**src/verilog/ipei_pkg.sv**
```systemverilog
// Register map, field layout and reset values of the input port edge interrupt block
package ipei_pkg;

   // Bus geometry
   localparam int unsigned APB_DATA_W = 32;
   localparam int unsigned APB_ADDR_W = 18;
   localparam int unsigned REG_IDX_W  = 16;
   localparam int unsigned PIN_W      = 4;
   localparam int unsigned GROUP_N    = 2;

   // Register indices; byte address is four times the index
   localparam logic [REG_IDX_W-1:0] IDX_G0_SELECT  = 16'hFF20;
   localparam logic [REG_IDX_W-1:0] IDX_G0_LEVELS  = 16'hFF21;
   localparam logic [REG_IDX_W-1:0] IDX_G0_COMPARE = 16'hFF22;
   localparam logic [REG_IDX_W-1:0] IDX_G1_SELECT  = 16'hFF24;
   localparam logic [REG_IDX_W-1:0] IDX_G1_LEVELS  = 16'hFF25;
   localparam logic [REG_IDX_W-1:0] IDX_G1_COMPARE = 16'hFF26;
   localparam logic [REG_IDX_W-1:0] IDX_G0_MASK    = 16'hFFE4;
   localparam logic [REG_IDX_W-1:0] IDX_G1_MASK    = 16'hFFE5;
   localparam logic [REG_IDX_W-1:0] IDX_G0_FLAG    = 16'hFFF4;
   localparam logic [REG_IDX_W-1:0] IDX_G1_FLAG    = 16'hFFF5;
   localparam logic [REG_IDX_W-1:0] IDX_IRQ_STATUS = 16'hFF30;
   localparam logic [REG_IDX_W-1:0] IDX_IRQ_CLEAR  = 16'hFF31;
   localparam logic [REG_IDX_W-1:0] IDX_IRQ_ENABLE = 16'hFF32;

   // Field positions
   localparam int unsigned MASK_BIT   = 0;
   localparam int unsigned FLAG_BIT   = 0;
   localparam int unsigned STATUS_G0  = 0;
   localparam int unsigned STATUS_G1  = 1;

   // Reset values
   localparam logic [PIN_W-1:0]   RST_SELECT  = 4'h0;
   localparam logic [PIN_W-1:0]   RST_COMPARE = 4'h0;
   localparam logic [GROUP_N-1:0] RST_MASK    = 2'h0;
   localparam logic [GROUP_N-1:0] RST_FLAG    = 2'h0;
   localparam logic [1:0]         RST_SYNC    = 2'h0;

endpackage : ipei_pkg

```
**src/verilog/ipei_group.sv**
```systemverilog
// One four-pin group: synchroniser, selected-pin match and mismatch event detector
module ipei_group
   import ipei_pkg::*;
#(
   parameter int unsigned WIDTH = PIN_W
) (
   // Clock and reset
   input  wire logic             pclk,
   input  wire logic             presetn,
   // Pins and settings
   input  wire logic [WIDTH-1:0] pins,
   input  wire logic [WIDTH-1:0] select,
   input  wire logic [WIDTH-1:0] compare,
   // Results
   output logic      [WIDTH-1:0] level,
   output logic                  event_pulse
);

   logic [WIDTH-1:0] sync1_r;
   logic [WIDTH-1:0] sync2_r;
   logic             match;
   logic             match_prev_r;

   // Two stages; the first is read by the second only
   always_ff @(posedge pclk or negedge presetn) begin
      if (!presetn) begin
         sync1_r <= '0;
         sync2_r <= '0;
      end else begin
         sync1_r <= pins;
         sync2_r <= sync1_r;
      end
   end

   assign level = sync2_r;

   // Unselected pins always count as matching
   assign match = &((~(sync2_r ^ compare)) | ~select);

   always_ff @(posedge pclk or negedge presetn) begin
      if (!presetn) begin
         match_prev_r <= 1'b1;
      end else begin
         match_prev_r <= match;
      end
   end

   // Only a match to mismatch step fires; mismatch to mismatch stays quiet
   assign event_pulse = match_prev_r & ~match;

   chk_sync_two_stage: assert property (@(posedge pclk) disable iff (!presetn)
      $past(presetn, 2) |-> (level == $past(pins, 2)))
      else $error("pin level not two cycles behind pin");

   chk_unselected_quiet: assert property (@(posedge pclk) disable iff (!presetn)
      (select == '0) && $stable(select) |-> !event_pulse)
      else $error("event with no pin selected");

   chk_event_single: assert property (@(posedge pclk) disable iff (!presetn)
      event_pulse |=> !event_pulse)
      else $error("event repeated without a return to match");

endmodule : ipei_group

```
**src/verilog/ipei_top.sv**
```systemverilog
// Input port edge interrupt block: APB registers, two pin groups, factor flags and interrupt
//
// Decided for this implementation: register access over APB.
module ipei_top
   import ipei_pkg::*;
#(
   parameter logic [PIN_W-1:0] COMPARE_RESET = RST_COMPARE
) (
   // APB slave
   input  wire logic                  pclk,
   input  wire logic                  presetn,
   input  wire logic                  psel,
   input  wire logic                  penable,
   input  wire logic                  pwrite,
   input  wire logic [APB_ADDR_W-1:0] paddr,
   input  wire logic [APB_DATA_W-1:0] pwdata,
   output logic      [APB_DATA_W-1:0] prdata,
   output logic                       pready,
   output logic                       pslverr,
   // Input pins
   input  wire logic [PIN_W-1:0]      group0_pins,
   input  wire logic [PIN_W-1:0]      group1_pins,
   // Interrupt
   output logic                       irq
);

   function automatic logic reg_hit(input logic [APB_ADDR_W-1:0] addr,
                                    input logic [REG_IDX_W-1:0]  idx);
      reg_hit = (addr == {idx, 2'b00});
   endfunction : reg_hit

   logic [PIN_W-1:0]      select0_r;
   logic [PIN_W-1:0]      select1_r;
   logic [PIN_W-1:0]      compare0_r;
   logic [PIN_W-1:0]      compare1_r;
   logic [GROUP_N-1:0]    mask_r;
   logic [GROUP_N-1:0]    flag_r;
   logic [GROUP_N-1:0]    flag_nxt;
   logic [GROUP_N-1:0]    flag_clr;
   logic [GROUP_N-1:0]    evt;
   logic [PIN_W-1:0]      level0;
   logic [PIN_W-1:0]      level1;
   logic [APB_DATA_W-1:0] prdata_r;
   logic [APB_DATA_W-1:0] rdata_nxt;
   logic                  err_r;
   logic                  mapped;
   logic                  setup;
   logic                  wr;

   // Pin groups
   ipei_group #(.WIDTH(PIN_W)) u_group0 (
      .pclk        (pclk),
      .presetn     (presetn),
      .pins        (group0_pins),
      .select      (select0_r),
      .compare     (compare0_r),
      .level       (level0),
      .event_pulse (evt[STATUS_G0])
   );

   ipei_group #(.WIDTH(PIN_W)) u_group1 (
      .pclk        (pclk),
      .presetn     (presetn),
      .pins        (group1_pins),
      .select      (select1_r),
      .compare     (compare1_r),
      .level       (level1),
      .event_pulse (evt[STATUS_G1])
   );

   // Bus phases; zero wait states keeps the slave simple
   assign setup  = psel & ~penable;
   assign wr     = psel & penable & pwrite;
   assign pready = 1'b1;

   assign mapped = reg_hit(paddr, IDX_G0_SELECT)  | reg_hit(paddr, IDX_G0_LEVELS)  |
                   reg_hit(paddr, IDX_G0_COMPARE) | reg_hit(paddr, IDX_G1_SELECT)  |
                   reg_hit(paddr, IDX_G1_LEVELS)  | reg_hit(paddr, IDX_G1_COMPARE) |
                   reg_hit(paddr, IDX_G0_MASK)    | reg_hit(paddr, IDX_G1_MASK)    |
                   reg_hit(paddr, IDX_G0_FLAG)    | reg_hit(paddr, IDX_G1_FLAG)    |
                   reg_hit(paddr, IDX_IRQ_STATUS) | reg_hit(paddr, IDX_IRQ_CLEAR)  |
                   reg_hit(paddr, IDX_IRQ_ENABLE);

   // Selection registers
   always_ff @(posedge pclk or negedge presetn) begin
      if (!presetn) begin
         select0_r <= RST_SELECT;
         select1_r <= RST_SELECT;
      end else begin
         if (wr && reg_hit(paddr, IDX_G0_SELECT)) begin
            select0_r <= pwdata[PIN_W-1:0];
         end
         if (wr && reg_hit(paddr, IDX_G1_SELECT)) begin
            select1_r <= pwdata[PIN_W-1:0];
         end
      end
   end

   // Comparison registers; bit one means falling edge
   always_ff @(posedge pclk or negedge presetn) begin
      if (!presetn) begin
         compare0_r <= COMPARE_RESET;
         compare1_r <= COMPARE_RESET;
      end else begin
         if (wr && reg_hit(paddr, IDX_G0_COMPARE)) begin
            compare0_r <= pwdata[PIN_W-1:0];
         end
         if (wr && reg_hit(paddr, IDX_G1_COMPARE)) begin
            compare1_r <= pwdata[PIN_W-1:0];
         end
      end
   end

   // Mask bits, reachable per group or both at once
   always_ff @(posedge pclk or negedge presetn) begin
      if (!presetn) begin
         mask_r <= RST_MASK;
      end else begin
         if (wr && reg_hit(paddr, IDX_G0_MASK)) begin
            mask_r[STATUS_G0] <= pwdata[MASK_BIT];
         end else if (wr && reg_hit(paddr, IDX_G1_MASK)) begin
            mask_r[STATUS_G1] <= pwdata[MASK_BIT];
         end else if (wr && reg_hit(paddr, IDX_IRQ_ENABLE)) begin
            mask_r <= pwdata[GROUP_N-1:0];
         end
      end
   end

   // Flag clear strobes from either the flag registers or the clear register
   always_comb begin
      flag_clr = '0;
      if (wr && reg_hit(paddr, IDX_G0_FLAG)) begin
         flag_clr[STATUS_G0] = pwdata[FLAG_BIT];
      end
      if (wr && reg_hit(paddr, IDX_G1_FLAG)) begin
         flag_clr[STATUS_G1] = pwdata[FLAG_BIT];
      end
      if (wr && reg_hit(paddr, IDX_IRQ_CLEAR)) begin
         flag_clr = flag_clr | pwdata[GROUP_N-1:0];
      end
   end

   // A new event wins over a clear in the same cycle, so none is lost
   assign flag_nxt = (flag_r & ~flag_clr) | evt;

   always_ff @(posedge pclk or negedge presetn) begin
      if (!presetn) begin
         flag_r <= RST_FLAG;
      end else begin
         flag_r <= flag_nxt;
      end
   end

   // Request gated by mask; flag is set either way
   assign irq = |(flag_r & mask_r);

   // Read mux; level registers take no write path at all
   always_comb begin
      rdata_nxt = '0;
      if (reg_hit(paddr, IDX_G0_SELECT)) begin
         rdata_nxt[PIN_W-1:0] = select0_r;
      end else if (reg_hit(paddr, IDX_G0_LEVELS)) begin
         rdata_nxt[PIN_W-1:0] = level0;
      end else if (reg_hit(paddr, IDX_G0_COMPARE)) begin
         rdata_nxt[PIN_W-1:0] = compare0_r;
      end else if (reg_hit(paddr, IDX_G1_SELECT)) begin
         rdata_nxt[PIN_W-1:0] = select1_r;
      end else if (reg_hit(paddr, IDX_G1_LEVELS)) begin
         rdata_nxt[PIN_W-1:0] = level1;
      end else if (reg_hit(paddr, IDX_G1_COMPARE)) begin
         rdata_nxt[PIN_W-1:0] = compare1_r;
      end else if (reg_hit(paddr, IDX_G0_MASK)) begin
         rdata_nxt[MASK_BIT] = mask_r[STATUS_G0];
      end else if (reg_hit(paddr, IDX_G1_MASK)) begin
         rdata_nxt[MASK_BIT] = mask_r[STATUS_G1];
      end else if (reg_hit(paddr, IDX_G0_FLAG)) begin
         rdata_nxt[FLAG_BIT] = flag_r[STATUS_G0];
      end else if (reg_hit(paddr, IDX_G1_FLAG)) begin
         rdata_nxt[FLAG_BIT] = flag_r[STATUS_G1];
      end else if (reg_hit(paddr, IDX_IRQ_STATUS)) begin
         rdata_nxt[GROUP_N-1:0] = flag_r;
      end else if (reg_hit(paddr, IDX_IRQ_ENABLE)) begin
         rdata_nxt[GROUP_N-1:0] = mask_r;
      end
   end

   // Read data and error caught in the setup cycle, held through access
   always_ff @(posedge pclk or negedge presetn) begin
      if (!presetn) begin
         prdata_r <= '0;
         err_r    <= 1'b0;
      end else if (setup) begin
         prdata_r <= pwrite ? '0 : rdata_nxt;
         err_r    <= ~mapped;
      end
   end

   assign prdata  = prdata_r;
   assign pslverr = psel & penable & err_r;

   chk_level_read: assert property (@(posedge pclk) disable iff (!presetn)
      setup && !pwrite && reg_hit(paddr, IDX_G1_LEVELS)
      |=> (prdata[PIN_W-1:0] == $past(level1)) && (prdata[APB_DATA_W-1:PIN_W] == '0))
      else $error("level read does not show synchronised pins");

   chk_level_write_ignored: assert property (@(posedge pclk) disable iff (!presetn)
      wr && (reg_hit(paddr, IDX_G0_LEVELS) || reg_hit(paddr, IDX_G1_LEVELS))
      |=> $stable(select0_r) && $stable(select1_r) && $stable(compare0_r)
          && $stable(compare1_r) && $stable(mask_r) && !pslverr)
      else $error("write to level register changed state");

   chk_select_write: assert property (@(posedge pclk) disable iff (!presetn)
      wr && reg_hit(paddr, IDX_G0_SELECT) |=> select0_r == $past(pwdata[PIN_W-1:0]))
      else $error("select register did not take write");

   chk_compare_write: assert property (@(posedge pclk) disable iff (!presetn)
      wr && reg_hit(paddr, IDX_G1_COMPARE) |=> compare1_r == $past(pwdata[PIN_W-1:0]))
      else $error("compare register did not take write");

   chk_upper_zero: assert property (@(posedge pclk) disable iff (!presetn)
      setup && !pwrite && (reg_hit(paddr, IDX_G0_MASK) || reg_hit(paddr, IDX_G1_FLAG))
      |=> prdata[APB_DATA_W-1:1] == '0)
      else $error("unused mask or flag bits read nonzero");

   chk_flag_set: assert property (@(posedge pclk) disable iff (!presetn)
      evt[STATUS_G0] |=> flag_r[STATUS_G0] && (irq || !mask_r[STATUS_G0]))
      else $error("event did not set flag");

   chk_flag_clear: assert property (@(posedge pclk) disable iff (!presetn)
      wr && reg_hit(paddr, IDX_G0_FLAG) && pwdata[FLAG_BIT] && !evt[STATUS_G0]
      |=> !flag_r[STATUS_G0])
      else $error("write one did not clear flag");

   chk_flag_zero_write: assert property (@(posedge pclk) disable iff (!presetn)
      flag_r[STATUS_G1] && wr && reg_hit(paddr, IDX_G1_FLAG) && !pwdata[FLAG_BIT]
      |=> flag_r[STATUS_G1])
      else $error("write zero cleared flag");

   chk_masked_quiet: assert property (@(posedge pclk) disable iff (!presetn)
      (mask_r == '0) |-> !irq)
      else $error("interrupt raised while masked");

   chk_request_follows: assert property (@(posedge pclk) disable iff (!presetn)
      evt[STATUS_G1] && mask_r[STATUS_G1] && !wr |=> irq)
      else $error("enabled event raised no interrupt");

   chk_select_g1_write: assert property (@(posedge pclk) disable iff (!presetn)
      wr && reg_hit(paddr, IDX_G1_SELECT) |=> select1_r == $past(pwdata[PIN_W-1:0]))
      else $error("group one select register did not take write");

   chk_compare_g0_write: assert property (@(posedge pclk) disable iff (!presetn)
      wr && reg_hit(paddr, IDX_G0_COMPARE) |=> compare0_r == $past(pwdata[PIN_W-1:0]))
      else $error("group zero compare register did not take write");

   chk_mask_write: assert property (@(posedge pclk) disable iff (!presetn)
      wr && reg_hit(paddr, IDX_G0_MASK) |=> mask_r[STATUS_G0] == $past(pwdata[MASK_BIT]))
      else $error("mask bit did not take write");

   chk_flag_g1_set: assert property (@(posedge pclk) disable iff (!presetn)
      evt[STATUS_G1] |=> flag_r[STATUS_G1])
      else $error("group one event did not set flag");

   chk_flag_g1_clear: assert property (@(posedge pclk) disable iff (!presetn)
      wr && reg_hit(paddr, IDX_G1_FLAG) && pwdata[FLAG_BIT] && !evt[STATUS_G1] |=> !flag_r[STATUS_G1])
      else $error("write one did not clear group one flag");

   chk_flag_sticky: assert property (@(posedge pclk) disable iff (!presetn)
      flag_r[STATUS_G0] && !(wr && (reg_hit(paddr, IDX_G0_FLAG) || reg_hit(paddr, IDX_IRQ_CLEAR)))
      |=> flag_r[STATUS_G0])
      else $error("flag dropped without a clear");

   chk_flag_read: assert property (@(posedge pclk) disable iff (!presetn)
      setup && !pwrite && reg_hit(paddr, IDX_G0_FLAG)
      |=> (prdata[FLAG_BIT] == $past(flag_r[STATUS_G0])) && (prdata[APB_DATA_W-1:FLAG_BIT+1] == '0))
      else $error("flag read does not show flag");

   chk_mask_read: assert property (@(posedge pclk) disable iff (!presetn)
      setup && !pwrite && reg_hit(paddr, IDX_G1_MASK)
      |=> (prdata[MASK_BIT] == $past(mask_r[STATUS_G1])) && (prdata[APB_DATA_W-1:MASK_BIT+1] == '0))
      else $error("mask read does not show mask");

   chk_level_g0_read: assert property (@(posedge pclk) disable iff (!presetn)
      setup && !pwrite && reg_hit(paddr, IDX_G0_LEVELS)
      |=> prdata == APB_DATA_W'($past(level0)))
      else $error("group zero level read does not show pins");

   chk_status_read: assert property (@(posedge pclk) disable iff (!presetn)
      setup && !pwrite && reg_hit(paddr, IDX_IRQ_STATUS) |=> prdata[GROUP_N-1:0] == $past(flag_r))
      else $error("status read does not show flags");

endmodule : ipei_top

```
**config.mk**
```make
export PLATFORM = sky130hd
export DESIGN_NAME = ipei_top
export DESIGN_NICKNAME = d
export VERILOG_FILES = /design/src/verilog/ipei_pkg.sv /design/src/verilog/ipei_group.sv /design/src/verilog/ipei_top.sv
export SDC_FILE = /design/constraint.sdc
export NUM_CORES = 1
export LEC_CHECK = 0
export ABC_CLOCK_PERIOD_IN_PS = 3450
export BUFFER_PORTS_ARGS = -buffer_cell sky130_fd_sc_hd__buf_4
export CAP_MARGIN = 10
export CORE_ASPECT_RATIO = 1.25
export CORE_MARGIN = 1.5
export CORE_UTILIZATION = 45
export CTS_CLUSTER_DIAMETER = 60
export CTS_CLUSTER_SIZE = 30
export DETAILED_ROUTE_END_ITERATION = 10
export MAX_ROUTING_LAYER = met4
export PLACE_DENSITY_LB_ADDON = 0.25
export SYNTH_ARGS = -nofsm -noshare
export SYNTH_HDL_FRONTEND = slang
export SYNTH_SLANG_ARGS = --single-unit
```
**constraint.sdc**
```tcl
create_clock -name pclk -period 3.45 [get_ports pclk]
set_input_delay 0.69 -clock pclk [delete_from_list [all_inputs] [get_ports pclk]]
set_output_delay 0.69 -clock pclk [all_outputs]
set_load 0.005 [all_outputs]
```
==> run metrics <==
number of instances in the placed design 338; P per Cell Area 345 nW/um^2; Die X 71.3 um; Die Y 88.4 um; Post-DP Area 2850 um^2; Hold Startpoint u_group1.sync1_r[1]; Critical R2R Capture flag_r[0]; I/O pin count 98; CP arrival 2.49 ns; Worst Tran Pin Value 0.698 ns; vias in the first global route 1907; cts hold-fix bufs 0; mux contribution to synthesized area 9.59%; vias 1980; Clock transition at path regs 0.08 ns; Synth Register Bits 43; # DRC 0; GRT Total Usage 20.5%; WL final 5990 um; sequential-to-total area share from yosys stat 41.1%; Cell Chain, Critical Path buf_4 > nand4bb_4 > nor3_2 > and3_1 > nand2_1 > mux2_1; Total Nets Final 344; XOR/XNOR share of the synthesized area 2.67%; H-tree depth 2; post-CTS sizing 0; Post-Synthesis Cells 243; Final min period 2.30 ns; Antenna Nets Post-Route 0; sum of negative setup slack 0 ns; Synth cell types 64; Starting Density 47.5%; CP max-delay cell nor3_2; largest family of logic cells by synthesized area simple AND/OR/NAND/NOR gates; die area 6300 um^2; Crit Reg-Reg Startpoint compare0_r[3]; area share of the largest cell type after synthesis 39.1%; gp weighted congestion 0.941; outcome completed; slowest stage delay, CP 0.49 ns; synthesis-to-finish area growth 13.3%; CP required 3.64 ns; post-synthesis cell area 2620 um^2; synth warn 0; Max-Cap Viols 0; hold-critical path depth 0; Num CTS Buffers 5; Synth async-reset ratio 100%; DRT iter0 DRCs 112; drt first pass iters 4; Worst VDD drop 0.372 mV; RSZ-0062 raised after global routing false; Core Box Area 5520 um^2; R2R cell count 4; CTS tree built; worst-path fanout max 13; DP HPWL 4520 um; GRT overflow 0; clock latency on the worst-skew pair 0.30 ns; Port Buffer Count 40; Synth Area in Simple Gates 23.9%; Static Leak 1.40 nW; first-pass GRT wire length 9600 um; most common cell in the netlist dfrtp_1; Setup violations, final 0; Hold Fails Final Rpt 0; Max clock buf depth 2; top cells by count, synth 41 x dfrtp_1, 30 x buf_4, 12 x nand2_1; worst min path class register to register; Diodes inserted 0; fin util 53.9%; WHS Endpoint u_group1.level[1]; EDFF count, synth 0; area share of fa/ha/maj cells after synthesis 0%; # rows 30; postcts setup bufs 0; Max-slew headroom 53.4%; Final Non-Filler Cells 346; Clock Skew 0.00724 ns; Setup crit end kind register; syn_area_per_cell 10.8 um^2; Setup CP Type input port to register; WL per Instance 17.3 um; fillcell total 501; CTS Root Cell clkbuf_8; Worst Setup Start Kind input port; Tcrit/Tclk final 66.8%; Reg2Reg Setup Slack 1.90 ns; Post-synth top flop dfrtp_1; largest net degree at the start of global routing 44; Final Max Tran Viols 0; fmax 434 MHz; Vias/cell 5.72; final non-filler cell area 2970 um^2; top cells by area, synth dfrtp_1 39%, buf_4 8.6%, mux2_4 4.6%; CTS Sinks 43; antenna violations before repair 0; post-synthesis compound-gate area fraction 12.1%; Synth area leader dfrtp_1; share of layout cells above drive strength 1 25.5%
## per-layer routing
layer	GRT usage (%)	share of wire [%]	wire length [um]
met2	34.8	51	3040
met1	24.7	41	2460
met4	6.35	1.4	82
met5	-	0	0
met3	3.87	6.8	406
## stage by stage
step                setup WS [ns]  power (mW)  hold slack (ns)
global route                 1.07        1.07            0.358
CTS                          1.17        1.04            0.350
floorplan                    1.38       0.595            0.331
global placement            0.874       0.630            0.331
finish                       1.15        1.03            0.343
detailed placement          0.854       0.632            0.335
## sequential cells by signal, summed over array words and instances, names as in the netlist
signal and flops:
select0_r 4, prdata 4, mask_r 2, err_r 1, u_group0.level 4, compare0_r 4
flag_r 2, u_group1.sync1_r 4, compare1_r 4, u_group1.match_prev_r 1, u_group0.match_prev_r 1, u_group0.sync1_r 4
u_group1.level 4, select1_r 4
## cell type report
type	instances	area (um^2)	area share [%]
Inverter	4	15.0	0.505
Clock inverter	2	35.0	1.18
Tap cell	64	80.1	2.69
Multi-Input combinational cell	186	1370	46.2
Sequential cell	43	1080	36.3
Timing Repair Buffer	41	308	10.4
Clock buffer	6	82.6	2.78
## report_power, final
part	internal, mW	switching [mW]	leakage (nW)
registers	0.515	0.00552	0.544
clock network	0.234	0.170	0.0612
logic	0.0418	0.0600	0.793
## worst max-delay path, delay by kind of cell
family	cells	cell delay [ns]
buffers and inverters	1	0.11
muxes	1	0.35
and+or+nand+nor	4	1.33
## kinds of logic (layout without fill, tap and decap cells)
| family | Yosys count | in the layout |
|---|---|---|
| XOR/XNOR | 8 | 8 |
| AND/OR/NAND/NOR | 85 | 85 |
| flip-flops | 43 | 43 |
| buffers and inverters | 41 | 53 |
| other | 2 | 29 |
| multiplexers | 20 | 20 |
| AO/OA/AOI/OAI | 44 | 44 |
## worst max-delay path by stage
stage | start | endpoint | slack, ns | cells after the start
6_report | paddr[0] | select0_r[3] | 1.15 | 6
3_5_place_dp | paddr[0] | select0_r[3] | 0.85 | 6
3_3_place_gp | paddr[0] | select0_r[3] | 0.87 | 6
5_1_grt | paddr[0] | select0_r[1] | 1.07 | 6
4_1_cts | paddr[0] | select0_r[3] | 1.17 | 6
2_1_floorplan | paddr[0] | prdata[2] | 1.38 | 5
## layout by cell type (no fill, tap or decap), types with 4 or more instances in the layout
cell type	instances
nand2_1	12
clkbuf_8	6
conb_1	29
buf_4	41
a21oi_1	9
mux2_1	9
nand2b_1	5
and3_1	8
nor2_1	6
nand4_1	4
nand3b_1	4
mux2_4	8
dfrtp_1	41
and4_1	4
xor2_1	8
inv_1	4
o21ai_1	4
nor3_1	7
nand3_1	5
and2_1	5
No activity file was read; power rests on OpenSTA's default activity.
